$ cat src/pkg/mdfs_map.svh
`ifndef MDFS_MAP_SVH
`define MDFS_MAP_SVH

// ----------------------------------------
// Register indices
// ----------------------------------------
`define MDFS_REG_CTRL 4'h0
`define MDFS_REG_STATUS 4'h1
`define MDFS_REG_OCP 4'h2
`define MDFS_REG_MISC 4'h3

// ----------------------------------------
// Control fields
// ----------------------------------------
`define MDFS_CTRL_RETRY 0
`define MDFS_CTRL_RECOVER 1
`define MDFS_CTRL_OL_EN 2
`define MDFS_CTRL_WARN_REP 3
`define MDFS_CTRL_CLEAR 4
`define MDFS_CTRL_RESET 4'h0

// ----------------------------------------
// Status byte fields
// ----------------------------------------
`define MDFS_ST_SUPPLY 5
`define MDFS_ST_PUMP 4
`define MDFS_ST_OCP 3
`define MDFS_ST_TEMP 1
`define MDFS_ST_OPEN 0
`define MDFS_ST_ONES 2'h3

// ----------------------------------------
// Timing
// ----------------------------------------
`define MDFS_CLK_MHZ 100
`define MDFS_CYC_UP(ns) (((ns) * `MDFS_CLK_MHZ + 999) / 1000)
`define MDFS_CYC_DN(ns) (((ns) * `MDFS_CLK_MHZ) / 1000)
`define MDFS_OCP_FILTER_NS 1000
`define MDFS_RETRY_NS 4000
`define MDFS_OPEN_LOAD_NS 2000
`define MDFS_DEGLITCH_NS 5000
`define MDFS_SLEEP_NS 20000
`define MDFS_OCP_CYC `MDFS_CYC_UP(`MDFS_OCP_FILTER_NS)
`define MDFS_RETRY_CYC `MDFS_CYC_UP(`MDFS_RETRY_NS)
`define MDFS_OPEN_LOAD_CYC `MDFS_CYC_UP(`MDFS_OPEN_LOAD_NS)
`define MDFS_DEGLITCH_CYC `MDFS_CYC_UP(`MDFS_DEGLITCH_NS)
`define MDFS_SLEEP_CYC `MDFS_CYC_DN(`MDFS_SLEEP_NS)

`endif

$ cat src/pkg/mdfs_pkg.sv
`default_nettype none

package mdfs_pkg;

  typedef logic [11:0] mdfs_cnt_t;

  typedef enum logic [1:0] {SLP_AWAKE, SLP_LOW, SLP_ASLEEP} mdfs_sleep_e;

  // Analog comparator and pin levels; limits one bit per FET, winding lows one bit per winding
  typedef struct packed {
    logic supply_low;
    logic reset_low;
    logic pump_low;
    logic [7:0] cur_lim;
    logic [1:0] wind_low;
    logic thermal_shutdown_flag;
    logic overheat_warning_flag;
    logic undertemp_warning_flag;
    logic pin;
  } mdfs_in_s;

  typedef struct packed {
    mdfs_in_s in1;
    mdfs_in_s in2;
    logic [3:0] ctrl;
    logic clr;
    logic uv;
    logic pump_low_flag;
    logic thermal_shutdown_flag;
    logic overheat_warning_flag;
    logic undertemp_warning_flag;
    logic [1:0] ol;
    logic [7:0] overcurrent_flag;
    logic [7:0][11:0] ocp_cnt;
    logic [1:0] ocp_off;
    logic [1:0][11:0] retry_cnt;
    logic [1:0][11:0] ol_cnt;
    logic ots_off;
    logic fault;
    logic [1:0] bridge_en;
    logic pump_en;
    logic [7:0] rdata;
  } mdfs_state_s;

  typedef struct packed {
    logic sync1;
    logic sync2;
    mdfs_sleep_e st;
    logic [11:0] cnt;
    logic clear_pulse;
    logic asleep;
  } mdfs_sleep_s;

endpackage

`default_nettype wire

$ cat src/pkg/mdfs_sleep_if.sv
`default_nettype none

interface mdfs_sleep_if;
  logic clear_pulse;
  logic asleep;
  modport filt (output clear_pulse, output asleep);
  modport sup (input clear_pulse, input asleep);
endinterface

`default_nettype wire

$ cat src/hw/mdfs_sleep_filt.sv
`include "mdfs_map.svh"
`default_nettype none

module mdfs_sleep_filt (
  input wire logic clk_in,
  input wire logic reset_in,
  input wire logic sleep_n_in,
  mdfs_sleep_if.filt sl
);

  mdfs_pkg::mdfs_sleep_s s;
  mdfs_pkg::mdfs_sleep_s n;

  // ----------------------------------------
  // Low-time measurement of the sleep pin
  // ----------------------------------------
  // Short lows are glitches, mid lows are a clear pulse, long lows mean sleep
  always_comb begin
    n = s;
    n.sync1 = sleep_n_in;
    n.sync2 = s.sync1;
    n.clear_pulse = 1'b0;
    case (s.st)
      mdfs_pkg::SLP_AWAKE: begin
        if (!s.sync2) begin
          n.st = mdfs_pkg::SLP_LOW;
          n.cnt = 12'h000;
        end
      end
      mdfs_pkg::SLP_LOW: begin
        if (s.sync2) begin
          n.st = mdfs_pkg::SLP_AWAKE;
          n.clear_pulse = (s.cnt >= 12'(`MDFS_DEGLITCH_CYC));
        end else if (s.cnt == 12'(`MDFS_SLEEP_CYC - 1)) begin
          n.st = mdfs_pkg::SLP_ASLEEP;
          n.asleep = 1'b1;
        end else begin
          n.cnt = s.cnt + 12'h001;
        end
      end
      mdfs_pkg::SLP_ASLEEP: begin
        if (s.sync2) begin
          n.st = mdfs_pkg::SLP_AWAKE;
          n.asleep = 1'b0;
        end
      end
      default: begin
        n.st = mdfs_pkg::SLP_AWAKE;
      end
    endcase
  end

  // Pin assumed high through reset so no false clear is seen
  always_ff @(posedge clk_in) begin
    if (reset_in) begin
      s <= '{sync1: 1'b1, sync2: 1'b1, st: mdfs_pkg::SLP_AWAKE, cnt: 12'h000,
             clear_pulse: 1'b0, asleep: 1'b0};
    end else begin
      s <= n;
    end
  end

  assign sl.clear_pulse = s.clear_pulse;
  assign sl.asleep = s.asleep;

endmodule

`default_nettype wire

$ cat src/hw/mdfs_top.sv
// Functional notes
// - Supply low: bridges and pump off, pin low, fault and supply flags set.
// - Supply back: drive and pin restored; supply flag held until cleared.
// - Supply flag is set out of reset until cleared.
// - Register port works in undervoltage, stops below logic-reset level.
// - Pump low: bridges off, pump stays on, pin low, pump flag set.
// - Pump back: drive and pin restored; pump flag held until cleared.
// - Pump flag is set out of reset until cleared.
// - Current limit past filter time disables that bridge, pin low, flags set.
// - One overcurrent flag per FET, low-side and high-side separately.
// - Retry select 0: bridge stays off until sleep pin cycle or reset.
// - Retry select 1: bridge returns after retry wait once limit gone.
// - Open load enabled and winding low past open-load time sets flags, pin low.
// - Open-load flags kept per winding A and B.
// - Open load released only by clear with condition gone, or sleep.
// - Shutdown temperature: bridges and pump off, pin low, flags set, always on.
// - Recovery select 0: stays shut down until sleep cycle or reset.
// - Recovery select 1: resumes on cooling; thermal flags held until clear.
// - Hot warning sets warning and temperature flags, clears by itself.
// - Warning report enable puts active warnings on pin and fault flag.
// - Cold warning sets warning and temperature flags, clears by itself.
// - Status byte carries supply, pump, overcurrent, temperature, open-load.
`include "mdfs_map.svh"
`default_nettype none

module mdfs_top (
  input wire logic CLK_IN,
  input wire logic RESET_IN,
  input wire logic [3:0] BUS_ADDR_IN,
  input wire logic [7:0] BUS_WDATA_IN,
  input wire logic BUS_WRITE_IN,
  input wire logic BUS_READ_IN,
  output logic [7:0] BUS_RDATA_OUT,
  input wire logic SUPPLY_LOW_IN,
  input wire logic SUPPLY_RESET_LOW_IN,
  input wire logic PUMP_LOW_IN,
  input wire logic [7:0] CURRENT_LIMIT_IN,
  input wire logic [1:0] WINDING_LOW_IN,
  input wire logic DIE_SHUTDOWN_IN,
  input wire logic DIE_HOT_WARN_IN,
  input wire logic DIE_COLD_WARN_IN,
  input wire logic SLEEP_PIN_N_IN,
  input wire logic FAULT_INDICATOR_PIN_IN,
  output logic FAULT_INDICATOR_PIN_OUT,
  output logic FAULT_INDICATOR_PIN_OE_OUT,
  output logic [1:0] BRIDGE_ENABLE_OUT,
  output logic PUMP_ENABLE_OUT
);

  // ----------------------------------------
  // Helpers
  // ----------------------------------------
  // Saturating count, so a long fault never wraps back to idle
  function automatic logic [11:0] sat_inc(input logic [11:0] v, input logic [11:0] lim);
    sat_inc = (v >= lim) ? lim : v + 12'h001;
  endfunction

  // Sticky flag update; set wins over clear
  function automatic logic sticky(input logic cur, input logic set, input logic clr);
    sticky = (cur & ~clr) | set;
  endfunction

  mdfs_pkg::mdfs_state_s s;
  mdfs_pkg::mdfs_state_s n;
  mdfs_pkg::mdfs_in_s in_raw;
  mdfs_sleep_if sl ();

  logic bus_ok;
  logic clear_any;
  logic release_hw;
  logic [1:0] bridge_lim;
  logic [7:0] misc_byte;
  logic [7:0] status_byte;

  // ----------------------------------------
  // Sleep pin filter
  // ----------------------------------------
  mdfs_sleep_filt u_sleep (
    .clk_in(CLK_IN),
    .reset_in(RESET_IN),
    .sleep_n_in(SLEEP_PIN_N_IN),
    .sl(sl.filt)
  );

  // Comparator levels gathered for one synchroniser
  assign in_raw = {SUPPLY_LOW_IN, SUPPLY_RESET_LOW_IN, PUMP_LOW_IN, CURRENT_LIMIT_IN,
                   WINDING_LOW_IN, DIE_SHUTDOWN_IN, DIE_HOT_WARN_IN, DIE_COLD_WARN_IN,
                   FAULT_INDICATOR_PIN_IN};

  // Register port alive unless below logic reset or asleep
  assign bus_ok = ~s.in2.reset_low & ~sl.asleep;
  // Flag clears: software bit, sleep pulse, or sleep itself
  assign clear_any = s.clr | sl.clear_pulse | sl.asleep;
  // Latched shutdowns ignore the software clear; only the sleep pin frees them
  assign release_hw = sl.clear_pulse | sl.asleep;

  // Limit still active on either FET pair of a bridge
  assign bridge_lim[0] = |{s.in2.cur_lim[5:4], s.in2.cur_lim[1:0]};
  assign bridge_lim[1] = |{s.in2.cur_lim[7:6], s.in2.cur_lim[3:2]};

  // Status byte: fixed ones, then fault groups
  always_comb begin
    status_byte = 8'h00;
    status_byte[7:6] = `MDFS_ST_ONES;
    status_byte[`MDFS_ST_SUPPLY] = s.uv;
    status_byte[`MDFS_ST_PUMP] = s.pump_low_flag;
    status_byte[`MDFS_ST_OCP] = |s.overcurrent_flag;
    status_byte[`MDFS_ST_TEMP] = s.thermal_shutdown_flag | s.overheat_warning_flag | s.undertemp_warning_flag;
    status_byte[`MDFS_ST_OPEN] = |s.ol;
  end

  // Per-winding, thermal detail and summary fault
  assign misc_byte = {1'b0, s.in2.pin, s.fault, s.undertemp_warning_flag, s.overheat_warning_flag, s.thermal_shutdown_flag, s.ol};

  // ----------------------------------------
  // Supervisor next state
  // ----------------------------------------
  always_comb begin
    n = s;
    n.in1 = in_raw;
    n.in2 = s.in1;
    n.clr = 1'b0;
    n.rdata = 8'h00;

    // Register writes
    if (BUS_WRITE_IN && bus_ok && BUS_ADDR_IN == `MDFS_REG_CTRL) begin
      n.ctrl = BUS_WDATA_IN[3:0];
      n.clr = BUS_WDATA_IN[`MDFS_CTRL_CLEAR];
    end

    // Register reads, data in the next cycle only
    if (BUS_READ_IN && bus_ok) begin
      case (BUS_ADDR_IN)
        `MDFS_REG_CTRL: n.rdata = {4'h0, s.ctrl};
        `MDFS_REG_STATUS: n.rdata = status_byte;
        `MDFS_REG_OCP: n.rdata = s.overcurrent_flag;
        `MDFS_REG_MISC: n.rdata = misc_byte;
        default: n.rdata = 8'h00;
      endcase
    end

    // Supply and pump flags persist past the condition
    n.uv = sticky(s.uv, s.in2.supply_low, clear_any);
    n.pump_low_flag = sticky(s.pump_low_flag, s.in2.pump_low, clear_any);

    // Overcurrent filter and flags per FET
    for (int i = 0; i < 8; i++) begin
      if (s.in2.cur_lim[i]) begin
        n.ocp_cnt[i] = sat_inc(s.ocp_cnt[i], 12'(`MDFS_OCP_CYC));
      end else begin
        n.ocp_cnt[i] = 12'h000;
      end
      // Low bits are low-side FETs, high bits high-side FETs
      n.overcurrent_flag[i] = sticky(s.overcurrent_flag[i],
                        s.in2.cur_lim[i] && s.ocp_cnt[i] >= 12'(`MDFS_OCP_CYC),
                        clear_any);
    end

    // Bridge shutdown and recovery
    for (int b = 0; b < 2; b++) begin
      if (!s.ocp_off[b]) begin
        n.retry_cnt[b] = 12'h000;
      end else begin
        n.retry_cnt[b] = sat_inc(s.retry_cnt[b], 12'(`MDFS_RETRY_CYC));
      end
      if (s.ocp_off[b] && s.ctrl[`MDFS_CTRL_RETRY] && !bridge_lim[b] &&
          s.retry_cnt[b] >= 12'(`MDFS_RETRY_CYC)) begin
        n.ocp_off[b] = 1'b0;
      end else if (s.ocp_off[b] && release_hw) begin
        n.ocp_off[b] = 1'b0;
      end
    end
    for (int i = 0; i < 8; i++) begin
      if (s.in2.cur_lim[i] && s.ocp_cnt[i] >= 12'(`MDFS_OCP_CYC)) begin
        n.ocp_off[(i >> 1) & 1] = 1'b1;
      end
    end

    // Open-load timing per winding while enabled and not asleep
    for (int w = 0; w < 2; w++) begin
      if (s.ctrl[`MDFS_CTRL_OL_EN] && s.in2.wind_low[w] && !sl.asleep) begin
        n.ol_cnt[w] = sat_inc(s.ol_cnt[w], 12'(`MDFS_OPEN_LOAD_CYC));
      end else begin
        n.ol_cnt[w] = 12'h000;
      end
      // Counter stays saturated, so a clear during the fault re-flags it
      n.ol[w] = sticky(s.ol[w], s.ol_cnt[w] >= 12'(`MDFS_OPEN_LOAD_CYC),
                       clear_any);
    end

    // Thermal shutdown, cannot be masked by any control bit
    n.thermal_shutdown_flag = sticky(s.thermal_shutdown_flag, s.in2.thermal_shutdown_flag, clear_any);
    if (s.in2.thermal_shutdown_flag) begin
      n.ots_off = 1'b1;
    end else if (s.ctrl[`MDFS_CTRL_RECOVER]) begin
      n.ots_off = 1'b0;
    end else if (release_hw) begin
      n.ots_off = 1'b0;
    end

    // Warnings follow the comparators with their own hysteresis
    n.overheat_warning_flag = s.in2.overheat_warning_flag;
    n.undertemp_warning_flag = s.in2.undertemp_warning_flag;

    // Drive enables
    n.pump_en = ~s.in2.supply_low & ~n.ots_off & ~sl.asleep;
    for (int b = 0; b < 2; b++) begin
      n.bridge_en[b] = ~s.in2.supply_low & ~s.in2.pump_low & ~n.ocp_off[b] &
                       ~n.ots_off & ~sl.asleep;
    end

    // Summary fault from what the pin reports
    n.fault = s.in2.supply_low | s.in2.pump_low | (|n.ocp_off) | (|n.ol) | n.ots_off |
              (s.ctrl[`MDFS_CTRL_WARN_REP] & (n.overheat_warning_flag | n.undertemp_warning_flag));
  end

  // ----------------------------------------
  // State register
  // ----------------------------------------
  // Supply and pump flags come up set, as after a power ramp
  always_ff @(posedge CLK_IN) begin
    if (RESET_IN) begin
      s <= '0;
      s.ctrl <= `MDFS_CTRL_RESET;
      s.uv <= 1'b1;
      s.pump_low_flag <= 1'b1;
    end else begin
      s <= n;
    end
  end

  // ----------------------------------------
  // Outputs
  // ----------------------------------------
  assign BUS_RDATA_OUT = s.rdata;
  assign FAULT_INDICATOR_PIN_OUT = 1'b0;
  assign FAULT_INDICATOR_PIN_OE_OUT = s.fault;
  assign BRIDGE_ENABLE_OUT = s.bridge_en;
  assign PUMP_ENABLE_OUT = s.pump_en;

  // ----------------------------------------
  // Checks
  // ----------------------------------------
  property p_supply_low;
    @(posedge CLK_IN) disable iff (RESET_IN)
    s.in2.supply_low |=> (s.bridge_en == 2'b00 && !s.pump_en && s.uv && s.fault);
  endproperty
  a_supply_low: assert property (p_supply_low) else $error("supply low not handled");

  property p_supply_back;
    @(posedge CLK_IN) disable iff (RESET_IN)
    (!s.in2.supply_low && !s.in2.pump_low && !sl.asleep) ##1 (s.ocp_off == 2'b00 && !s.ots_off)
      |-> s.bridge_en == 2'b11;
  endproperty
  a_supply_back: assert property (p_supply_back) else $error("drive not restored");

  property p_power_up;
    @(posedge CLK_IN) $fell(RESET_IN) |-> (s.uv && s.pump_low_flag);
  endproperty
  a_power_up: assert property (p_power_up) else $error("flags not set after reset");

  property p_status_read;
    @(posedge CLK_IN) disable iff (RESET_IN)
    (BUS_READ_IN && bus_ok && BUS_ADDR_IN == `MDFS_REG_STATUS)
      |=> (BUS_RDATA_OUT[7:6] == 2'b11 && BUS_RDATA_OUT[`MDFS_ST_SUPPLY] == $past(s.uv));
  endproperty
  a_status_read: assert property (p_status_read) else $error("status read wrong");

  property p_reset_low_bus;
    @(posedge CLK_IN) disable iff (RESET_IN)
    (BUS_READ_IN && s.in2.reset_low) |=> BUS_RDATA_OUT == 8'h00;
  endproperty
  a_reset_low_bus: assert property (p_reset_low_bus) else $error("bus active below reset");

  property p_pump_low;
    @(posedge CLK_IN) disable iff (RESET_IN)
    (s.in2.pump_low && !s.in2.supply_low && !s.in2.thermal_shutdown_flag && !s.ots_off && !sl.asleep)
      |=> (s.bridge_en == 2'b00 && s.pump_en && s.pump_low_flag);
  endproperty
  a_pump_low: assert property (p_pump_low) else $error("pump low not handled");

  property p_ocp_trip;
    @(posedge CLK_IN) disable iff (RESET_IN)
    (s.in2.cur_lim[0] && s.ocp_cnt[0] == 12'(`MDFS_OCP_CYC))
      |=> (s.ocp_off[0] && s.overcurrent_flag[0] && s.bridge_en[0] == 1'b0 && s.fault);
  endproperty
  a_ocp_trip: assert property (p_ocp_trip) else $error("overcurrent not tripped");

  property p_ocp_latched;
    @(posedge CLK_IN) disable iff (RESET_IN)
    (s.ocp_off != 2'b00 && !s.ctrl[`MDFS_CTRL_RETRY] && !release_hw)
      |=> ((s.ocp_off & $past(s.ocp_off)) == $past(s.ocp_off));
  endproperty
  a_ocp_latched: assert property (p_ocp_latched) else $error("latched bridge released");

  property p_ots;
    @(posedge CLK_IN) disable iff (RESET_IN)
    s.in2.thermal_shutdown_flag |=> (!s.pump_en && s.bridge_en == 2'b00 && s.thermal_shutdown_flag && s.fault);
  endproperty
  a_ots: assert property (p_ots) else $error("thermal shutdown not handled");

  property p_clear_refire;
    @(posedge CLK_IN) disable iff (RESET_IN)
    (s.clr && s.in2.supply_low) |=> s.uv;
  endproperty
  a_clear_refire: assert property (p_clear_refire) else $error("active fault hidden");

  property p_warn_report;
    @(posedge CLK_IN) disable iff (RESET_IN)
    (s.in2.overheat_warning_flag && s.ctrl[`MDFS_CTRL_WARN_REP]) ##1 s.ctrl[`MDFS_CTRL_WARN_REP]
      |-> (s.overheat_warning_flag && s.fault && FAULT_INDICATOR_PIN_OE_OUT);
  endproperty
  a_warn_report: assert property (p_warn_report) else $error("warning not reported");

endmodule

`default_nettype wire

$ cat config.mk
export PLATFORM = sky130hd
export DESIGN_NAME = mdfs_top
export DESIGN_NICKNAME = d
export VERILOG_FILES = /design/src/pkg/mdfs_pkg.sv /design/src/pkg/mdfs_sleep_if.sv /design/src/hw/mdfs_sleep_filt.sv /design/src/hw/mdfs_top.sv
export VERILOG_INCLUDE_DIRS = /design/src /design/src/pkg
export SDC_FILE = /design/constraint.sdc
export NUM_CORES = 1
export LEC_CHECK = 0
export ABC_AREA = 1
export BUFFER_PORTS_ARGS = -buffer_cell sky130_fd_sc_hd__buf_2
export CAP_MARGIN = 10
export CORE_UTILIZATION = 55
export DETAILED_ROUTE_END_ITERATION = 16
export PLACE_DENSITY = 0.75
export SLEW_MARGIN = 20
export SYNTH_ARGS = -nofsm -noshare
export SYNTH_HDL_FRONTEND = slang
export SYNTH_HIERARCHICAL = 1
export SYNTH_SLANG_ARGS = --single-unit
$ cat constraint.sdc
create_clock -name CLK_IN -period 1.3 [get_ports CLK_IN]
set_input_delay 0.26 -clock CLK_IN [delete_from_list [all_inputs] [get_ports CLK_IN]]
set_output_delay 0.26 -clock CLK_IN [all_outputs]
set_load 0.005 [all_outputs]
==> results <==
- The checks that failed: negative setup slack.
- Dividing total power by cell area gives a power density of 1260 mW/mm^2.
- The routed design could run at a clock period as short as 1430 ps.
- The worst-case hold slack is 12.9 ps.
- The total of warnings raised by yosys is 6.
- Setup repair after global routing could not meet its margin everywhere.
- In this run the worst path has a maximum fanout of 8.
- The post-synthesis average cell area is 7.80 um^2.
- The number of buffer and inverter instances along the worst setup path is 2.
- The kind of start point of the critical path is a register.
- The initialized floorplan defines 46 standard-cell rows.
- The placement-stage worst setup slack is -86.7 ps.
- In the global route stage, met1 resource usage came out at 27.3%.
- The master cell of the clock root buffer is clkbuf_16.
- After synthesis, the cell types taking the most area are dfxtp_1, nand2_1, inv_1.
- Counting every sink on the clock net gives 231.
- In this run the static leakage power is 5.52 nW.
- Summed over all layers, the routed wires come to 19.4 mm.
- For met3 alone, demand over resource in global routing was 3.70%.
- The area enclosed by the die boundary is 0.0172 mm^2.
- The most common cell in the synthesized netlist is dfxtp_1.
- The slowest stage of the critical path belongs to the cell dfxtp_2.
- For this run, the register share of the synthesized area comes to 50.4%.
- The total via count in the routed design is 7731.
- For this run, the share of the core covered by cells in the final layout is 75.6%.
- The worst setup margin is -131 ps.
- Walking the worst path, the cells encountered are ha_4 > nand2_4 > nor2_4 > nand4_4 > buf_6 > nand3_2 > nand2_1 > inv_1 > nor2_1.
- Max-cap violations in this run came to 0.
- The number of fillers in the final layout is 1092.
- The cell count after synthesis is 1175.
- Summed over all layers, the global routing overflow is 0.
- The worst setup path is captured at a register.
- Global routing consumed, on the met2 layer, 38.2% of the routing resources.
- Once the floorplan was initialized, standard cells occupied 57.1% of the core.
- The hold violation count in the final report is 0.
- Counting flops with an async set or reset pin after synthesis yields a share of 0%.
- The number of antenna violations at the first check in global routing is 0.
- From synthesis to final layout, the design area changed by 32.5%.
- TritonCTS built the clock tree.
- The number of CTS-inserted buffers is 24.
- The startpoint-to-endpoint class of the critical path is register to register.
- In the routed layout, each cell is associated on average with a via count of 4.71.
- The synthesized design spends more area on one cell type than any other, namely dfxtp_1.
- The final setup violation count is 17.
- Port buffering added 42 buffers.
- The data required time of the critical path is 1700 ps.
- The netlist area before placement is 0.00917 mm^2.
- The clock insertion delay at the later pin of the skew report is 500 ps.
- Pin placement for this block handled 47 I/O pins.
- The post-route netlist has 26.4% of its cells at a drive strength greater than 1.
- The number of diodes added for antenna fixing is 0.
- The cell family contributing the most delay on the critical path is simple AND/OR/NAND/NOR gates.
- Clock-pin slew was measured on the worst setup and hold paths at 60 ps.
- The die is 131 um wide.
- The first detailed-routing pass ran for 5 iterations.
- The synthesized netlist contains 44 unique library cells.
- The depth of the CTS H-tree is 1.
- The synthesized design contains 0 enable-type register cells.
- The count of pins over their slew limit is 0.
- The congestion estimate from routability-driven global placement came to 0.856.
- The count of nets left with antenna violations once routing finished came out at 0.
- The prevailing post-synth register cell is dfxtp_1.
- For the worst setup path, the data arrival time is 1830 ps.
- The clock passes through at most 3 buffers.
- The DRC violation count after routing is 0.
- The flow ran to the end, but the final reports show violations.
- In this run, synthesis produced a sequential element count of 231.
- The top cell type by area accounts for 50.4% of the synthesized area.
- In the final design database the tool counted 1469 nets.
- Dividing the detail-routed wire length by the instance count gives 11.8 um.
- Entering global routing, the biggest net connects 23 pins.
- The highest attainable clock frequency is 699 MHz.
- The number of global-route vias before repair was 7272.
- The overall fraction of global-route tracks in use is 21.8%.
- The final setup skew is 5.56 ps.
- The most congested layer reported by global routing is met2.
- The final HPWL from detailed placement is 12.7 mm.
- The type of the tightest min-delay check is input pin to register.
- The placeable core region is 0.0161 mm^2.
- The die height is 131 um.
- Dividing the final minimum period by the clock period gives 110%.
- The iteration-0 DRC count of the detailed router is 451.
- The global-route wire length before repair is 31.5 mm.
- The maximum vdd ir drop is 1.07 mV.
- The delay of the slowest critical-path stage is 350 ps.
- Sorting the synthesized cells by how often they occur yields dfxtp_1, nand2_1, inv_1, nor2_1, nand3_1.
## logic make-up (layout without fill, tap and decap cells)
logic type / Yosys count / in the layout / share of synthesized area [%]
AOI/OAI and AO/OA: 106 / 106 / 6.26
xor gates and xnor gates: 19 / 19 / 1.82
adders and majority gates: 26 / 26 / 3.55
buffers and inverters: 236 / 432 / 10.2
DFF: 231 / 231 / 50.4
other: 1 / 55 / 0.0409
and+or+nand+nor: 556 / 557 / 27.7
## worst reg2reg max path: stages (launching register included)
cell and delay, ps:
dfxtp_2 350, ha_4 150, nand2_4 50, nor2_4 170
nand4_4 220, buf_6 200, nand3_2 40, nand2_1 50
inv_1 50, nor2_1 30
## worst paths after layout
path                   startpoint  depth (start not counted)  slack, ps       endpoint
hold reg to reg            n[190]                          2        400         s[190]
hold / removal    BUS_WDATA_IN[3]                          3         10         s[178]
setup / recovery     u_sleep/s[2]                          9       -130  u_sleep/s[11]
setup reg to reg     u_sleep/s[2]                          9       -130  u_sleep/s[11]
## placed cells by master, fill, tap and decap left out, types with 15 or more instances in the layout
cell and n:
a21oi_1 51, buf_2 42, buf_4 98, clkbuf_16 25, conb_1 55, dfxtp_1 209
dfxtp_2 20, dlygate4sd3_1 19, ha_1 17, inv_1 197, inv_2 17, nand2_1 181
nand2_2 38, nand3_1 48, nand3_2 17, nor2_1 161, nor2_2 23, o21ai_0 20
xor2_1 15
## cell type report
cell class / count / area, um^2 / area share [%]
sequential: 231 / 4660 / 38.4
inverter: 216 / 816 / 6.72
multi-input combinational: 763 / 4230 / 34.8
clock buffer: 34 / 729 / 6.01
clock inverter: 9 / 128 / 1.05
timing repair buffer: 173 / 1310 / 10.8
tap: 216 / 270 / 2.23
## layer usage
layer,vias to the layer above,wire (um)
li1,4023,-
met1,3523,8610
met2,147,9630
met3,38,779
met4,0,418
met5,-,0
## what timing repair did
action,in CTS,in global routing
gates cloned,1,0
resized for setup,35,113
hold buffers,19,0
hold endpoints to repair,19,0
endpoints found under the setup margin,23,77
setup buffers,10,11
pin swaps,30,44
## registers in the layout, indices dropped and copies added (netlist names)
register and flops:
s 176, n 19, u_sleep/s 15, BUS_RDATA_OUT 8, misc_byte 6, BRIDGE_ENABLE_OUT 2, FAULT_INDICATOR_PIN_OE_OUT 1, PUMP_ENABLE_OUT 1
u_sleep/n 1, u_sleep/sl.asleep 1, u_sleep/sl.clear_pulse 1
## through the flow
step	setup TNS [ps]	instance area [um^2]	power, mW	cells
final	-1070	12100	15.3	1642
after global routing	-2830	12100	15.8	1642
after CTS	-409	11700	15.4	1632
after detailed placement	-1050	10500	8.14	1559
after global placement	-525	10500	8.12	1559
after floorplan	0	9390	7.89	1229
## where the power goes
part,switching [mW],internal (mW)
sequential,0.113,7.30
combinational,0.386,0.304
clock,2.71,4.50
total,3.21,12.1
(Power assumes the default switching activity.)
